--- config.mk ---
export PLATFORM = sky130hd
export DESIGN_NAME = caci_top
export DESIGN_NICKNAME = d
export VERILOG_FILES = /design/src/rtl/caci_pkg.sv /design/src/rtl/caci_top.sv /design/src/rtl/caci_channel.sv
export SDC_FILE = /design/constraint.sdc
export NUM_CORES = 1
export LEC_CHECK = 0
export BUFFER_PORTS_ARGS = -buffer_cell sky130_fd_sc_hd__buf_2
export CAP_MARGIN = 20
export CELL_PAD_IN_SITES_DETAIL_PLACEMENT = 0
export CELL_PAD_IN_SITES_GLOBAL_PLACEMENT = 1
export CORE_MARGIN = 8
export CORE_UTILIZATION = 35
export CTS_BUF_LIST = sky130_fd_sc_hd__clkbuf_16
export DETAILED_ROUTE_END_ITERATION = 16
export GPL_TIMING_DRIVEN = 0
export PLACE_DENSITY_LB_ADDON = 0.1
export RECOVER_POWER = 25
export SLEW_MARGIN = 20
export SYNTH_ARGS = -nofsm -noshare
export SYNTH_HDL_FRONTEND = slang
export SYNTH_SLANG_ARGS = --single-unit
--- constraint.sdc ---
create_clock -name sys_clk_i -period 1.7 [get_ports sys_clk_i]
set_clock_uncertainty 0.1 [all_clocks]
set_input_delay 0.34 -clock sys_clk_i [delete_from_list [all_inputs] [get_ports sys_clk_i]]
set_output_delay 0.34 -clock sys_clk_i [all_outputs]
set_load 0.05 [all_outputs]
--- src/rtl/caci_pkg.sv ---
// Package: constants and types for channel alarm change interrupt enables
// Function
// - Enable register per channel at 0x01/0x09/0x11
// - Bit 3 enables fifo limit alarm changes
// - Bit 3 zero suppresses fifo limit interrupts
// - Bit 2 enables loss-of-lock changes
// - Loss-of-lock enable is read/write
// - Bit 1 enables loss-of-signal changes
// - Loss-of-signal enable is read/write
// - Bit 0 enables drive monitor changes
// - Change sets sticky status; read clears it
package caci_pkg;
  localparam int unsigned NUM_CH = 3;
  localparam int unsigned ADDR_W = 6;
  localparam int unsigned DATA_W = 8;
  localparam int unsigned NUM_COND = 4;
  // Register addresses
  localparam logic [5:0] ENABLE_ADDR_CH0 = 6'h01;
  localparam logic [5:0] ENABLE_ADDR_CH1 = 6'h09;
  localparam logic [5:0] ENABLE_ADDR_CH2 = 6'h11;
  localparam logic [5:0] STATUS_ADDR_CH0 = 6'h02;
  localparam logic [5:0] STATUS_ADDR_CH1 = 6'h0a;
  localparam logic [5:0] STATUS_ADDR_CH2 = 6'h12;
  // Field positions
  localparam int unsigned BIT_DRIVE = 0;
  localparam int unsigned BIT_SIGNAL = 1;
  localparam int unsigned BIT_LOCK = 2;
  localparam int unsigned BIT_FIFO = 3;
  // Reset values
  localparam logic [3:0] ENABLE_RESET = 4'h0;
  localparam logic [3:0] STATUS_RESET = 4'h0;
  localparam logic [7:0] RDATA_RESET = 8'h00;
  localparam logic [3:0] COND_RESET = 4'h0;
  localparam logic RVALID_RESET = 1'b0;
  localparam logic IRQ_RESET = 1'b0;

  typedef struct packed {
    logic fifo_limit_alarm;
    logic receive_lock_lost;
    logic receive_signal_lost;
    logic transmit_drive_monitor_flag;
  } caci_cond_t;

  typedef struct packed {
    logic wr;
    logic rd;
    logic [5:0] addr;
    logic [7:0] wdata;
  } caci_req_t;
endpackage

--- src/rtl/caci_top.sv ---
// Top: three channel change-of-condition interrupt enables and status
`timescale 1ns/1ps
module caci_top (
  // Clock and reset
  input wire logic sys_clk_i,
  input wire logic rst_i,
  input wire logic clk_en_i,
  // Register port
  input wire logic reg_wr_i,
  input wire logic reg_rd_i,
  input wire logic [5:0] reg_addr_i,
  input wire logic [7:0] reg_wdata_i,
  output logic [7:0] reg_rdata_o,
  output logic reg_rvalid_o,
  // Conditions per channel
  input wire caci_pkg::caci_cond_t [2:0] cond_i,
  // Interrupt request
  output logic irq_o
);
  // ------------------------------------------------------------
  // Request carrier
  // ------------------------------------------------------------
  caci_pkg::caci_req_t req_w;
  logic req_wr;
  logic req_rd;
  logic [5:0] req_addr;
  logic [3:0] req_wdata;
  logic rd_fire;

  assign req_w = '{
    wr: reg_wr_i,
    rd: reg_rd_i,
    addr: reg_addr_i,
    wdata: reg_wdata_i
  };
  assign req_wr = req_w.wr;
  assign req_rd = req_w.rd;
  assign req_addr = req_w.addr;
  // Bits 7:4 of a write have no storage behind them
  assign req_wdata = req_w.wdata[3:0];
  assign rd_fire = clk_en_i & req_rd;

  // ------------------------------------------------------------
  // Address map
  // ------------------------------------------------------------
  logic [5:0] en_addr [3];
  logic [5:0] st_addr [3];

  assign en_addr[0] = caci_pkg::ENABLE_ADDR_CH0;
  assign en_addr[1] = caci_pkg::ENABLE_ADDR_CH1;
  assign en_addr[2] = caci_pkg::ENABLE_ADDR_CH2;
  assign st_addr[0] = caci_pkg::STATUS_ADDR_CH0;
  assign st_addr[1] = caci_pkg::STATUS_ADDR_CH1;
  assign st_addr[2] = caci_pkg::STATUS_ADDR_CH2;

  // ------------------------------------------------------------
  // Decode
  // ------------------------------------------------------------
  logic [2:0] en_hit;
  logic [2:0] st_hit;
  logic [2:0] en_wr;
  logic [2:0] st_rd;
  logic any_en_hit;
  logic any_st_hit;
  logic unmapped;

  assign any_en_hit = |en_hit;
  assign any_st_hit = |st_hit;
  // Writes here are dropped and reads return zero
  assign unmapped = ~(any_en_hit | any_st_hit);

  // ------------------------------------------------------------
  // Channels
  // ------------------------------------------------------------
  logic [3:0] enable_w [3];
  logic [3:0] status_w [3];
  logic [2:0] pend_w;
  logic [7:0] en_word [3];
  logic [7:0] st_word [3];
  logic [7:0] sel_word [3];

  for (genvar c = 0; c < 3; c++) begin : g_ch
    assign en_hit[c] = (req_addr == en_addr[c]);
    assign st_hit[c] = (req_addr == st_addr[c]);
    // Status has no write path, so a write there is ignored
    assign en_wr[c] = req_wr & en_hit[c];
    assign st_rd[c] = req_rd & st_hit[c];

    caci_channel u_ch (
      .sys_clk_i(sys_clk_i),
      .rst_i(rst_i),
      .clk_en_i(clk_en_i),
      .enable_wr_i(en_wr[c]),
      .status_rd_i(st_rd[c]),
      .wdata_i(req_wdata),
      .cond_i(cond_i[c]),
      .enable_o(enable_w[c]),
      .status_o(status_w[c]),
      .pending_o(pend_w[c])
    );

    // Upper nibble of both registers always reads zero
    assign en_word[c] = {4'h0, enable_w[c]};
    assign st_word[c] = {4'h0, status_w[c]};
    assign sel_word[c] = ({8{en_hit[c]}} & en_word[c])
      | ({8{st_hit[c]}} & st_word[c]);
  end

  // ------------------------------------------------------------
  // Read data selection
  // ------------------------------------------------------------
  logic [7:0] map_word;
  logic [7:0] rdata_next;
  logic rvalid_next;

  // Hits are one-hot, so an OR of the gated words selects
  assign map_word = sel_word[0] | sel_word[1] | sel_word[2];
  assign rdata_next = unmapped ? caci_pkg::RDATA_RESET : map_word;
  assign rvalid_next = req_rd;

  // ------------------------------------------------------------
  // Interrupt request
  // ------------------------------------------------------------
  logic irq_next;

  // Registered so decode glitches never reach the request pin
  assign irq_next = |pend_w;

  // ------------------------------------------------------------
  // Output registers
  // ------------------------------------------------------------
  logic [7:0] rdata_reg;
  logic rvalid_reg;
  logic irq_reg;

  // Read data holds until the next read
  always_ff @(posedge sys_clk_i) begin
    if (rst_i) begin
      rdata_reg <= caci_pkg::RDATA_RESET;
    end else if (rd_fire) begin
      rdata_reg <= rdata_next;
    end
  end

  always_ff @(posedge sys_clk_i) begin
    if (rst_i) begin
      rvalid_reg <= caci_pkg::RVALID_RESET;
    end else if (clk_en_i) begin
      rvalid_reg <= rvalid_next;
    end
  end

  always_ff @(posedge sys_clk_i) begin
    if (rst_i) begin
      irq_reg <= caci_pkg::IRQ_RESET;
    end else if (clk_en_i) begin
      irq_reg <= irq_next;
    end
  end

  // ------------------------------------------------------------
  // Outputs
  // ------------------------------------------------------------
  assign reg_rdata_o = rdata_reg;
  assign reg_rvalid_o = rvalid_reg;
  assign irq_o = irq_reg;
endmodule // caci_top

--- src/rtl/caci_channel.sv ---
// Per-channel enable, edge detect and clear-on-read status
`timescale 1ns/1ps
module caci_channel (
  // Clock and reset
  input wire logic sys_clk_i,
  input wire logic rst_i,
  input wire logic clk_en_i,
  // Register access
  input wire logic enable_wr_i,
  input wire logic status_rd_i,
  input wire logic [3:0] wdata_i,
  // Conditions
  input wire caci_pkg::caci_cond_t cond_i,
  // State
  output logic [3:0] enable_o,
  output logic [3:0] status_o,
  output logic pending_o
);
  logic [3:0] enable_reg;
  logic [3:0] status_reg;
  logic [3:0] cond_prev_reg;
  logic [3:0] cond_now;
  logic [3:0] change;
  logic [3:0] status_next;

  assign cond_now = cond_i;
  // Either direction of change counts
  assign change = (cond_now ^ cond_prev_reg) & enable_reg;
  // Set wins over the read clear so no event is lost
  assign status_next = change | (status_rd_i ? 4'h0 : status_reg);

  always_ff @(posedge sys_clk_i) begin
    if (rst_i) begin
      enable_reg <= caci_pkg::ENABLE_RESET;
      status_reg <= caci_pkg::STATUS_RESET;
      cond_prev_reg <= caci_pkg::COND_RESET;
    end else if (clk_en_i) begin
      if (enable_wr_i) begin
        enable_reg <= wdata_i;
      end
      status_reg <= status_next;
      cond_prev_reg <= cond_now;
    end
  end

  assign enable_o = enable_reg;
  assign status_o = status_reg;
  assign pending_o = |(status_reg & enable_reg);
endmodule // caci_channel

Yosys cells after proc, flatten, opt, wreduce, memory -nomap -nowiden
Index checks and enable logic that the tools add are counted.
W data, S select, Z words.
{"block": "classes", "reduce_logical": 6, "n_eq_ne": 6, "mux": 4, "n_bitwise": 31}
{"operator": "$and A8 B4 Y8", "count": 6}
{"operator": "$or A8 B8 Y8", "count": 5}
{"operator": "$and A4 B4 Y4", "count": 6}
{"operator": "$eq A6 B4 Y1 const B", "count": 2}
{"operator": "$eq A6 B5 Y1 const B", "count": 2}
{"operator": "$mux W4", "count": 3}
{"operator": "$or A4 B4 Y4", "count": 3}
{"operator": "$reduce_or A12 Y1", "count": 1}
{"operator": "$xor A4 B4 Y4", "count": 3}
{"operator": "$mux W8", "count": 1}
{"operator": "$and A1 B1 Y1", "count": 7}
{"operator": "$eq A6 B1 Y1 const B", "count": 1}
{"operator": "$eq A6 B2 Y1 const B", "count": 1}
{"operator": "$reduce_and A2 Y1", "count": 3}
{"operator": "$reduce_or A3 Y1", "count": 2}
{"operator": "$or A1 B1 Y1", "count": 1}
{"block": "totals", "output_inout_bits": 10, "inputBits": 31, "reg_bits": 46}

Depth between registers and ports, before layout
Gate-level depths: netlist of the first run.
{"block": "logic_depth", "word_depth": 6, "depth_mapped": 6}

By module
From an unflattened synthesis of the first run, not the netlist that was laid out.
{"block": "hier_totals", "cells_unflattened": 224, "area_unflattened_um2": 2113.3}
{"mod": "caci_channel", "instances": 3, "area_per_inst_um2": 523.0, "cells_each": 48, "seq_area_each_um2": 240.2}
{"mod": "caci_top", "instances": 1, "area_per_inst_um2": 544.3, "cells_each": 80, "seq_area_each_um2": 120.1}

Least setup slack after synthesis of the first run
OpenSTA, ideal clock, no wires.
{"block": "synth_timing", "kind": "input -> register", "startpoint": "input port reg_addr_i[2]", "endpoint": "register g_ch[1].u_ch.status_reg[2]", "path_buffers": 1, "path_slack_ns": -0.109, "path_stages": 5, "arrival_time_ns": 1.582, "setup_ns": 0.128, "path_cell_list": "or4b_1 -> buf_2 -> or3_4 -> a32oi_1 -> nor2_1"}
{"block": "synth_via", "elab_chain_len": 4}
{"item": "from (decl)", "line": "caci_top.sv:11", "source": "input wire logic [5:0] reg_addr_i,"}
{"item": "$eq A6 B4 Y1", "line": "caci_top.sv:84", "source": "assign st_hit[c] = (req_addr == st_addr[c]);"}
{"item": "$and A1 B1 Y1", "line": "caci_top.sv:87", "source": "assign st_rd[c] = req_rd & st_hit[c];"}
{"item": "$mux W4", "line": "caci_channel.sv:30", "source": "assign status_next = change | (status_rd_i ? 4'h0 : status_reg);"}
{"item": "$or A4 B4 Y4", "line": "caci_channel.sv:30"}
{"item": "to (signal assigned)", "line": "caci_channel.sv:35", "source": "status_reg <= caci_pkg::STATUS_RESET;"}
{"item": "to (signal assigned)", "line": "caci_channel.sv:41", "source": "status_reg <= status_next;"}
{"item": "to (decl)", "line": "caci_channel.sv:20", "source": "logic [3:0] status_reg;"}
No other way between the ends.
A chain may end at the register's enable or synchronous reset.

Worst setup path in the final report of the first run
{"block": "layout_timing", "startpoint": "input port reg_addr_i[5]", "endpoint": "register g_ch[2].u_ch.status_reg[3]"}
{"block": "layout_via", "elab_chain_len": 4}
{"item": "$eq A6 B5 Y1", "line": "caci_top.sv:84"}
{"item": "$and A1 B1 Y1", "line": "caci_top.sv:87"}
{"item": "$mux W4", "line": "caci_channel.sv:30"}
{"item": "$or A4 B4 Y4", "line": "caci_channel.sv:30"}
{"item": "to (signal assigned)", "line": "caci_channel.sv:35"}
{"item": "to (signal assigned)", "line": "caci_channel.sv:41"}
{"item": "to (decl)", "line": "caci_channel.sv:20"}
No other way between the ends.

==> flow_summary.toml, run 1 <==
[worst_setup_path]
crit_family = "simple AND/OR/NAND/NOR gates"
crit_slowest_cell = "or4b_4"
worst_ep_required_time_ns = 1.76
worstSetupPathType = "in -> reg"
cpPeakStageDelay_ns = 0.59
worst_ep_arrival_time_ns = 1.70
crit_chain = "buf_2 -> or4b_4 -> or3_4 -> a32oi_2 -> nor2_1"
path_buf_inv = 1
cp-start-kind = "input pin"
end_kind = "register"
crit_fanout = 8

[sta]
period_needed_ns = 1.65
slew_violations = 0
setup_tns_ns = 0
hold_violations = 0
setup_ws_ns = 0.0529
fmax_mhz = 607
rsz0062_at_grt = "true"
finalSetupViolCount = 0
maxSlewHeadroom_pct = 59.5
finalCritPeriodShare_pct = 96.9
worst_pin_slew_ns = 0.610

[synthesis]
netlist_area_um2 = 1900
avgSynthCellArea_um2 = 8.70
synth_top_area_share_pct = 44.4
ys_types = 28
synth-compound-area-share_pct = 23.0
ys_seq_elements = 42
yosys_warnings = 0
synth_top_family_by_area = "compound AO/OA/AOI/OAI gates"
synthMuxAreaShare_pct = 6.34
synth-adder-area-share_pct = 0
yosysTopAreaCell = "dfxtp_1"
synthSimpleGateAreaFrac_pct = 15.8
synth-xor-area-share_pct = 5.54
yosysSeqAreaShare_pct = 44.4
synth_area_leaders = "dfxtp_1 (44%), nor2_1 (7.3%), mux2i_1 (6.3%)"
postSynthCellCount = 218

[placed_design]
port_buffers = 31
post-dp-hpwl_um = 3880
dp.cells = 322
pre_cts_ws_ns = -0.262
place_congestion = 0.824

[die]
die_w_um = 89.6
initial_core_util_pct = 36.6
io-pin-count = 41
die_area_um2 = 8030
die_h_um = 89.6
rows = 26
coreArea_um2 = 5170

[pwr]
swShare_pct = 25.2
comb_power_share_pct = 11.3
power.leakage_nw = 0.900
power_density_nw_per_um2 = 919
p_sw_mw = 0.550
intPower_mw = 1.63
power.share.clock_pct = 41.7
ir_worst_vdd_v = 0.000392
power.share.sequential_pct = 47.0

[drt]
wire_per_inst_um = 15.7
dr.pass1.iters = 4
drc_errors = 0
drtIter0Drc = 158
vias = 1758
avgViaCountPerCell = 5.30
drtAntennaViolNets = 0
route.final.wire_length_um = 5220

[finish]
fin_nets = 292
mostFrequentLayoutCells = "dfxtp_1 (42), nor2_1 (37), buf_2 (27)"
diodes = 0
layout_commonest_cell = "dfxtp_1"
final_core_util_pct = 45.9
final_cells = 332
syn2layout_area_growth_pct = 25.3
drive_above_1_share_pct = 21.4

[grt]
grt_pass1_wl_um = 8320
grt_pass1_vias = 1668
grt_max_degree = 14
grt-ovfl-total = 0
grt_usage_pct = 13.7
antenna_found_initial = 0

[cts]
h-tree-depth = 2
clk_pin_slew_ns = 0.06
cts_tree = "built"
insertion_delay_ns = 0.28
cts_sinks = 42
clockBufferDepth = 2
cts_hold_buf = 0
root_buffer = "clkbuf_16"
cts_buffers = 5

[run]
drv_cap = 0

[outcome]
outcome = "finished, final reports clean"

[hold_path]
hold_class = "in -> reg"
==> what timing repair did <==
action	in CTS	in global routing
resized for setup	0	7
setup endpoints to repair	0	10
buffers inserted	0	5
==> final cells by class <==
type / instances / area (µm²)
Fill cell: 528 / 2800
Tap cell: 70 / 87.6
Clock inverter: 3 / 16.3
Sequential cell: 42 / 841
Timing Repair Buffer: 36 / 186
Buffer: 16 / 77.6
Clock buffer: 5 / 125
Multi-Input combinational cell: 160 / 1040
==> worst reg2reg max path: stages, from the launching register on <==
cell and delay [ns]:
dfxtp_1 0.35, a222oi_1 0.36, nand3_1 0.14, nor2_1 0.13
nor3_1 0.06
==> power by group through the flow <==
stage	sequential, mW	combinational, mW	clock (mW)
after global placement	1.05	0.244	0
after CTS	1.02	0.247	0.930
after detailed placement	1.05	0.245	0
after floorplan	1.07	0.136	0
final	1.03	0.247	0.910
after global routing	1.03	0.272	0.977
==> cell usage after synthesis <==
library cell,number
or3_4,1
buf_2,4
nand4b_1,1
or4b_1,2
o22ai_1,4
nand2_1,14
or3_1,2
a21oi_1,13
o21ai_0,16
buf_4,4
nor2_1,37
conb_1,1
dfxtp_1,42
mux2i_1,12
a32oi_1,12
a22oi_1,16
nor2b_1,2
buf_1,1
or4_1,1
nand3_1,1
nand4_1,1
o21a_1,4
xor2_1,12
and2_1,1
nand2b_1,2
a222oi_1,1
nor3_1,1
clkbuf_1,10
==> path summary, 6_finish.rpt <==
kind,depth (start not counted),slack (ns),end,start
setup / recovery,5,0.05,g_ch[2].u_ch.status_o[3],reg_addr_i[5]
hold / removal,3,0.22,g_ch[0].u_ch.cond_prev_reg[3],cond_i[3]
setup reg to reg,4,0.44,irq_o,g_ch[2].u_ch.enable_o[0]
hold reg to reg,2,0.37,reg_rvalid_o,reg_rvalid_o
==> logic make-up (layout without fill, tap and decap cells) <==
kind of cell	count (synthesis)	count (layout)
flip-flops	42	42
AO/OA/AOI/OAI	66	66
multiplexers	12	12
buffers and inverters	19	60
other	1	4
AND/OR/NAND/NOR	66	66
XOR/XNOR	12	12
==> metal layers <==
layer,vias to the layer above,part of all wire (%),global-route usage (%)
met5,-,0,0
met4,0,0.80,4.08
met3,5,7.2,2.91
met2,59,45,21.3
met1,828,47,18.6
li1,866,-,-
==> stage by stage <==
| step | power, mW | hold WS [ns] | area [µm²] |
|---|---|---|---|
| after detailed placement | 1.29 | 0.359 | 2190 |
| after floorplan | 1.21 | 0.371 | 1950 |
| after CTS | 2.20 | 0.220 | 2330 |
| final | 2.18 | 0.219 | 2370 |
| after global routing | 2.28 | 0.221 | 2370 |
| after global placement | 1.29 | 0.362 | 2190 |
Power figures use the tool's default switching activity.
==> inputs of run 2 (changes only) <==
Clock period 1.7 ns to 2 ns, I/O delays scaled along.
==> flow_summary.toml, run 2 (same netlist as run 1, synthesis figures left out) <==
[sta]
finalSetupViolCount = 0
fmax_mhz = 555
maxSlewHeadroom_pct = 57.0
worst_pin_slew_ns = 0.646
finalCritPeriodShare_pct = 90.1
hold_violations = 0
rsz0062_at_grt = "false"
period_needed_ns = 1.80
slew_violations = 0

[cts]
root_buffer = "clkbuf_16"
clockBufferDepth = 2
clk_pin_slew_ns = 0.06
cts_sinks = 42
cts_buffers = 5
h-tree-depth = 2
insertion_delay_ns = 0.28
cts_tree = "built"
cts_hold_buf = 0
cts_setup_buffers = 0
cts_resized = 0

[grt]
grt_pass1_wl_um = 8390
antenna_found_initial = 0
grt_pass1_vias = 1709
grt-ovfl-total = 0
grt_max_degree = 12
grt_usage_pct = 13.8

[placed_design]
dp.cells = 322
post-dp-hpwl_um = 3890
place_congestion = 0.797
port_buffers = 31

[finish]
multiInputGateArea_um2 = 975
mostFrequentLayoutCells = "dfxtp_1 (42), nor2_1 (37), buf_2 (30)"
regArea_um2 = 841
final_cells = 329
fillers = 547
fin_nets = 290
layout_commonest_cell = "dfxtp_1"
drive_above_1_share_pct = 15.4
diodes = 0
syn2layout_area_growth_pct = 20.1

[pwr]
power.leakage_nw = 0.872
ir_worst_vdd_v = 0.000391
power_density_nw_per_um2 = 800
p_total_mw = 1.82

[die]
initial_core_util_pct = 36.6
coreArea_um2 = 5170
die_h_um = 89.6
io-pin-count = 41
die_w_um = 89.6
die_area_um2 = 8030
rows = 26

[hold_path]
hold_class = "in -> reg"

[worst_setup_path]
cp-start-kind = "input pin"
worstSetupPathType = "in -> reg"
crit_fanout = 10
end_kind = "register"
worst_ep_required_time_ns = 2.04
crit_slowest_cell = "or4b_1"
crit_chain = "buf_2 -> or4b_1 -> buf_2 -> or3_4 -> a32oi_1 -> nor2_1"
cpPeakStageDelay_ns = 0.50
worst_ep_arrival_time_ns = 1.84
cpMostUsedCell = "buf_2"
ff2ff_setup_slack_ns = 0.73

[drt]
route.final.wire_length_um = 5230
vias = 1667
avgViaCountPerCell = 5.07
drtAntennaViolNets = 0
dr.pass1.iters = 5
drc_errors = 0
wire_per_inst_um = 15.9
drtIter0Drc = 97

[outcome]
outcome = "finished, final reports clean"

[run]
drv_cap = 0
==> run 2: layout make-up <==
class / count / area share (%)
timing repair buffer: 31 / 6.54
tap: 70 / 3.85
sequential: 42 / 36.9
clock buffer: 5 / 5.50
multi-input combinational: 160 / 42.8
clock inverter: 2 / 0.330
buffer: 19 / 4.01
==> run 2: path summary, 6_finish.rpt <==
| check | depth (start not counted) | endpoint | startpoint |
|---|---|---|---|
| worst min register to register | 2 | reg_rvalid_o | reg_rvalid_o |
| worst max-delay path | 6 | g_ch[1].u_ch.status_o[2] | reg_addr_i[2] |
| worst min-delay path | 3 | g_ch[2].u_ch.cond_prev_reg[1] | cond_i[9] |
| worst max register to register | 4 | irq_o | g_ch[2].u_ch.enable_o[0] |
==> run 2: report_power, final <==
part,internal (mW),switching [mW],leakage [nW]
Combinational,0.0689,0.132,0.458
Clock,0.446,0.301,0.0723
Sequential,0.859,0.0134,0.342
==> run 2: critical path, delay by kind of cell <==
| kind | cells | cell delay, ns |
|---|---|---|
| AOI/OAI and AO/OA | 1 | 0.16 |
| buffers and inverters | 2 | 0.29 |
| and+or+nand+nor | 3 | 0.99 |
==> run 2: stage by stage <==
step	setup TNS [ns]	hold slack, ns	cell area [µm²]	worst slack (ns)	util [%]
after global routing	0	0.288	2280	0.116	44.0
after CTS	0	0.278	2280	0.205	44.1
after floorplan	0	0.375	1910	0.131	-
after global placement	-0.713	0.357	2150	-0.0712	41.6
final	0	0.278	2280	0.198	44.0
after detailed placement	-0.766	0.359	2150	-0.0907	41.6
==> run 2: per-layer routing <==
metal	up-vias	global-route usage [%]	routed length (µm)
met2	40	22.3	2420
li1	857	-	-
met5	-	0	0
met4	0	4.23	28
met3	4	3.09	299
met1	766	17.8	2490
==> inputs of run 3 (changes only) <==
--- a/config.mk
+++ b/config.mk
@@ -7,9 +7,9 @@
 export LEC_CHECK = 0
 export BUFFER_PORTS_ARGS = -buffer_cell sky130_fd_sc_hd__buf_2
-export CAP_MARGIN = 20
+export CAP_MARGIN = 40
 export CELL_PAD_IN_SITES_DETAIL_PLACEMENT = 0
 export CELL_PAD_IN_SITES_GLOBAL_PLACEMENT = 1
 export CORE_MARGIN = 8
-export CORE_UTILIZATION = 35
+export CORE_UTILIZATION = 30
 export CTS_BUF_LIST = sky130_fd_sc_hd__clkbuf_16
 export DETAILED_ROUTE_END_ITERATION = 16
--- a/constraint.sdc
+++ b/constraint.sdc
@@ -3,3 +3,3 @@
 set_input_delay 0.4 -clock sys_clk_i [delete_from_list [all_inputs] [get_ports sys_clk_i]]
 set_output_delay 0.4 -clock sys_clk_i [all_outputs]
-set_load 0.05 [all_outputs]
+set_load 0.01 [all_outputs]
==> flow_summary.toml, run 3 (same netlist as run 1, synthesis figures left out) <==
[die]
io-pin-count = 41
initial_core_util_pct = 30.4
coreArea_um2 = 6240
die_area_um2 = 9120
rows = 29
die_w_um = 95.5
die_h_um = 95.5

[drt]
vias = 1677
m1WireLength_um = 2700
route.final.wire_length_um = 5480
wire_per_inst_um = 16.3
dr.pass1.iters = 4
wl_met2_um = 2510
top_layer = "met4"
drtAntennaViolNets = 0
drc_errors = 0
drtIter0Drc = 86
routed-wl-met3_um = 228
avgViaCountPerCell = 4.98

[pwr]
power.share.sequential_pct = 41.6
power.share.clock_pct = 50.2
ir_worst_vdd_v = 0.000295
swShare_pct = 21.7
p_total_mw = 2.09
intPower_mw = 1.64
power_density_nw_per_um2 = 894
power.leakage_nw = 0.887
comb_power_share_pct = 8.1
p_sw_mw = 0.453

[placed_design]
port_buffers = 31
pre_cts_ws_ns = -0.105
place_congestion = 0.796
post-dp-hpwl_um = 4100
postPlaceCellArea_um2 = 2160
dp.cells = 329

[finish]
diodes = 0
drive_above_1_share_pct = 15.8
fin_nets = 290
final_core_util_pct = 37.5
mostFrequentLayoutCells = "dfxtp_1 (42), nor2_1 (37), buf_2 (29)"
final_area_um2 = 2340
layout_commonest_cell = "dfxtp_1"
final_cells = 337
syn2layout_area_growth_pct = 23.4

[sta]
finalSetupViolCount = 0
fmax_mhz = 557
finalCritPeriodShare_pct = 89.8
setup_tns_ns = 0
slew_violations = 0
maxSlewHeadroom_pct = 51.6
whs_ns = 0.271
hold_violations = 0
rsz0062_at_grt = "false"
setup_ws_ns = 0.205
worst_pin_slew_ns = 0.726
period_needed_ns = 1.80

[grt]
grt_usage_pct = 12.3
grt-ovfl-total = 0
grt_pass1_wl_um = 8580
antenna_found_initial = 0
grt_pass1_vias = 1613
grt_max_degree = 14

[worst_setup_path]
worst_ep_required_time_ns = 2.05
worstSetupPathType = "in -> reg"
crit_fanout = 10
worst_ep_arrival_time_ns = 1.84
end_kind = "register"
cp-start-kind = "input pin"

[run]
drv_cap = 0

[cts]
root_buffer = "clkbuf_16"
cts_buffers = 5
cts_tree = "built"
clk_pin_slew_ns = 0.07
cts_sinks = 42
cts_hold_buf = 0
clockBufferDepth = 2
cts_resized = 0
cts_setup_buffers = 0
insertion_delay_ns = 0.29
h-tree-depth = 2

[outcome]
outcome = "finished, final reports clean"

[hold_path]
hold_class = "in -> reg"
-- run 3: worst paths after layout --
check	from	to	slack (ns)	cells past startpoint
setup / recovery	reg_addr_i[2]	g_ch[2].u_ch.status_o[3]	0.20	6
hold / removal	reg_wdata_i[0]	g_ch[1].u_ch.enable_o[0]	0.27	3
setup reg to reg	g_ch[2].u_ch.enable_o[0]	irq_o	0.72	4
hold reg to reg	reg_rvalid_o	reg_rvalid_o	0.37	2
-- run 3: routing by layer --
layer  track usage [%]  vias to the layer above
li1                  -                      864
met3              2.91                        4
met2              19.4                       32
met5                 0                        -
met4              3.07                        0
met1              16.5                      777
-- run 3: area by class of cell --
class | instances | area [µm²]
Timing Repair Buffer | 31 | 148
Sequential cell | 42 | 841
Multi-Input combinational cell | 160 | 975
Fill cell | 712 | 3900
Buffer | 19 | 91.3
Tap cell | 77 | 96.3
Clock inverter | 3 | 63.8
Clock buffer | 5 | 125
-- run 3: power groups by stage --
stage / clock network (mW) / registers, mW / logic (mW)
CTS: 1.06 / 0.871 / 0.175
detailed placement: 0 / 0.890 / 0.174
finish: 1.05 / 0.871 / 0.169
floorplan: 0 / 0.891 / 0.0978
global placement: 0 / 0.889 / 0.175
global route: 1.11 / 0.873 / 0.190
-- run 3: critical path, stage by stage --
cell and delay, ns:
buf_2 0.10, or4b_1 0.51, buf_2 0.20, or3_1 0.39, a32oi_1 0.18, nor2_1 0.05
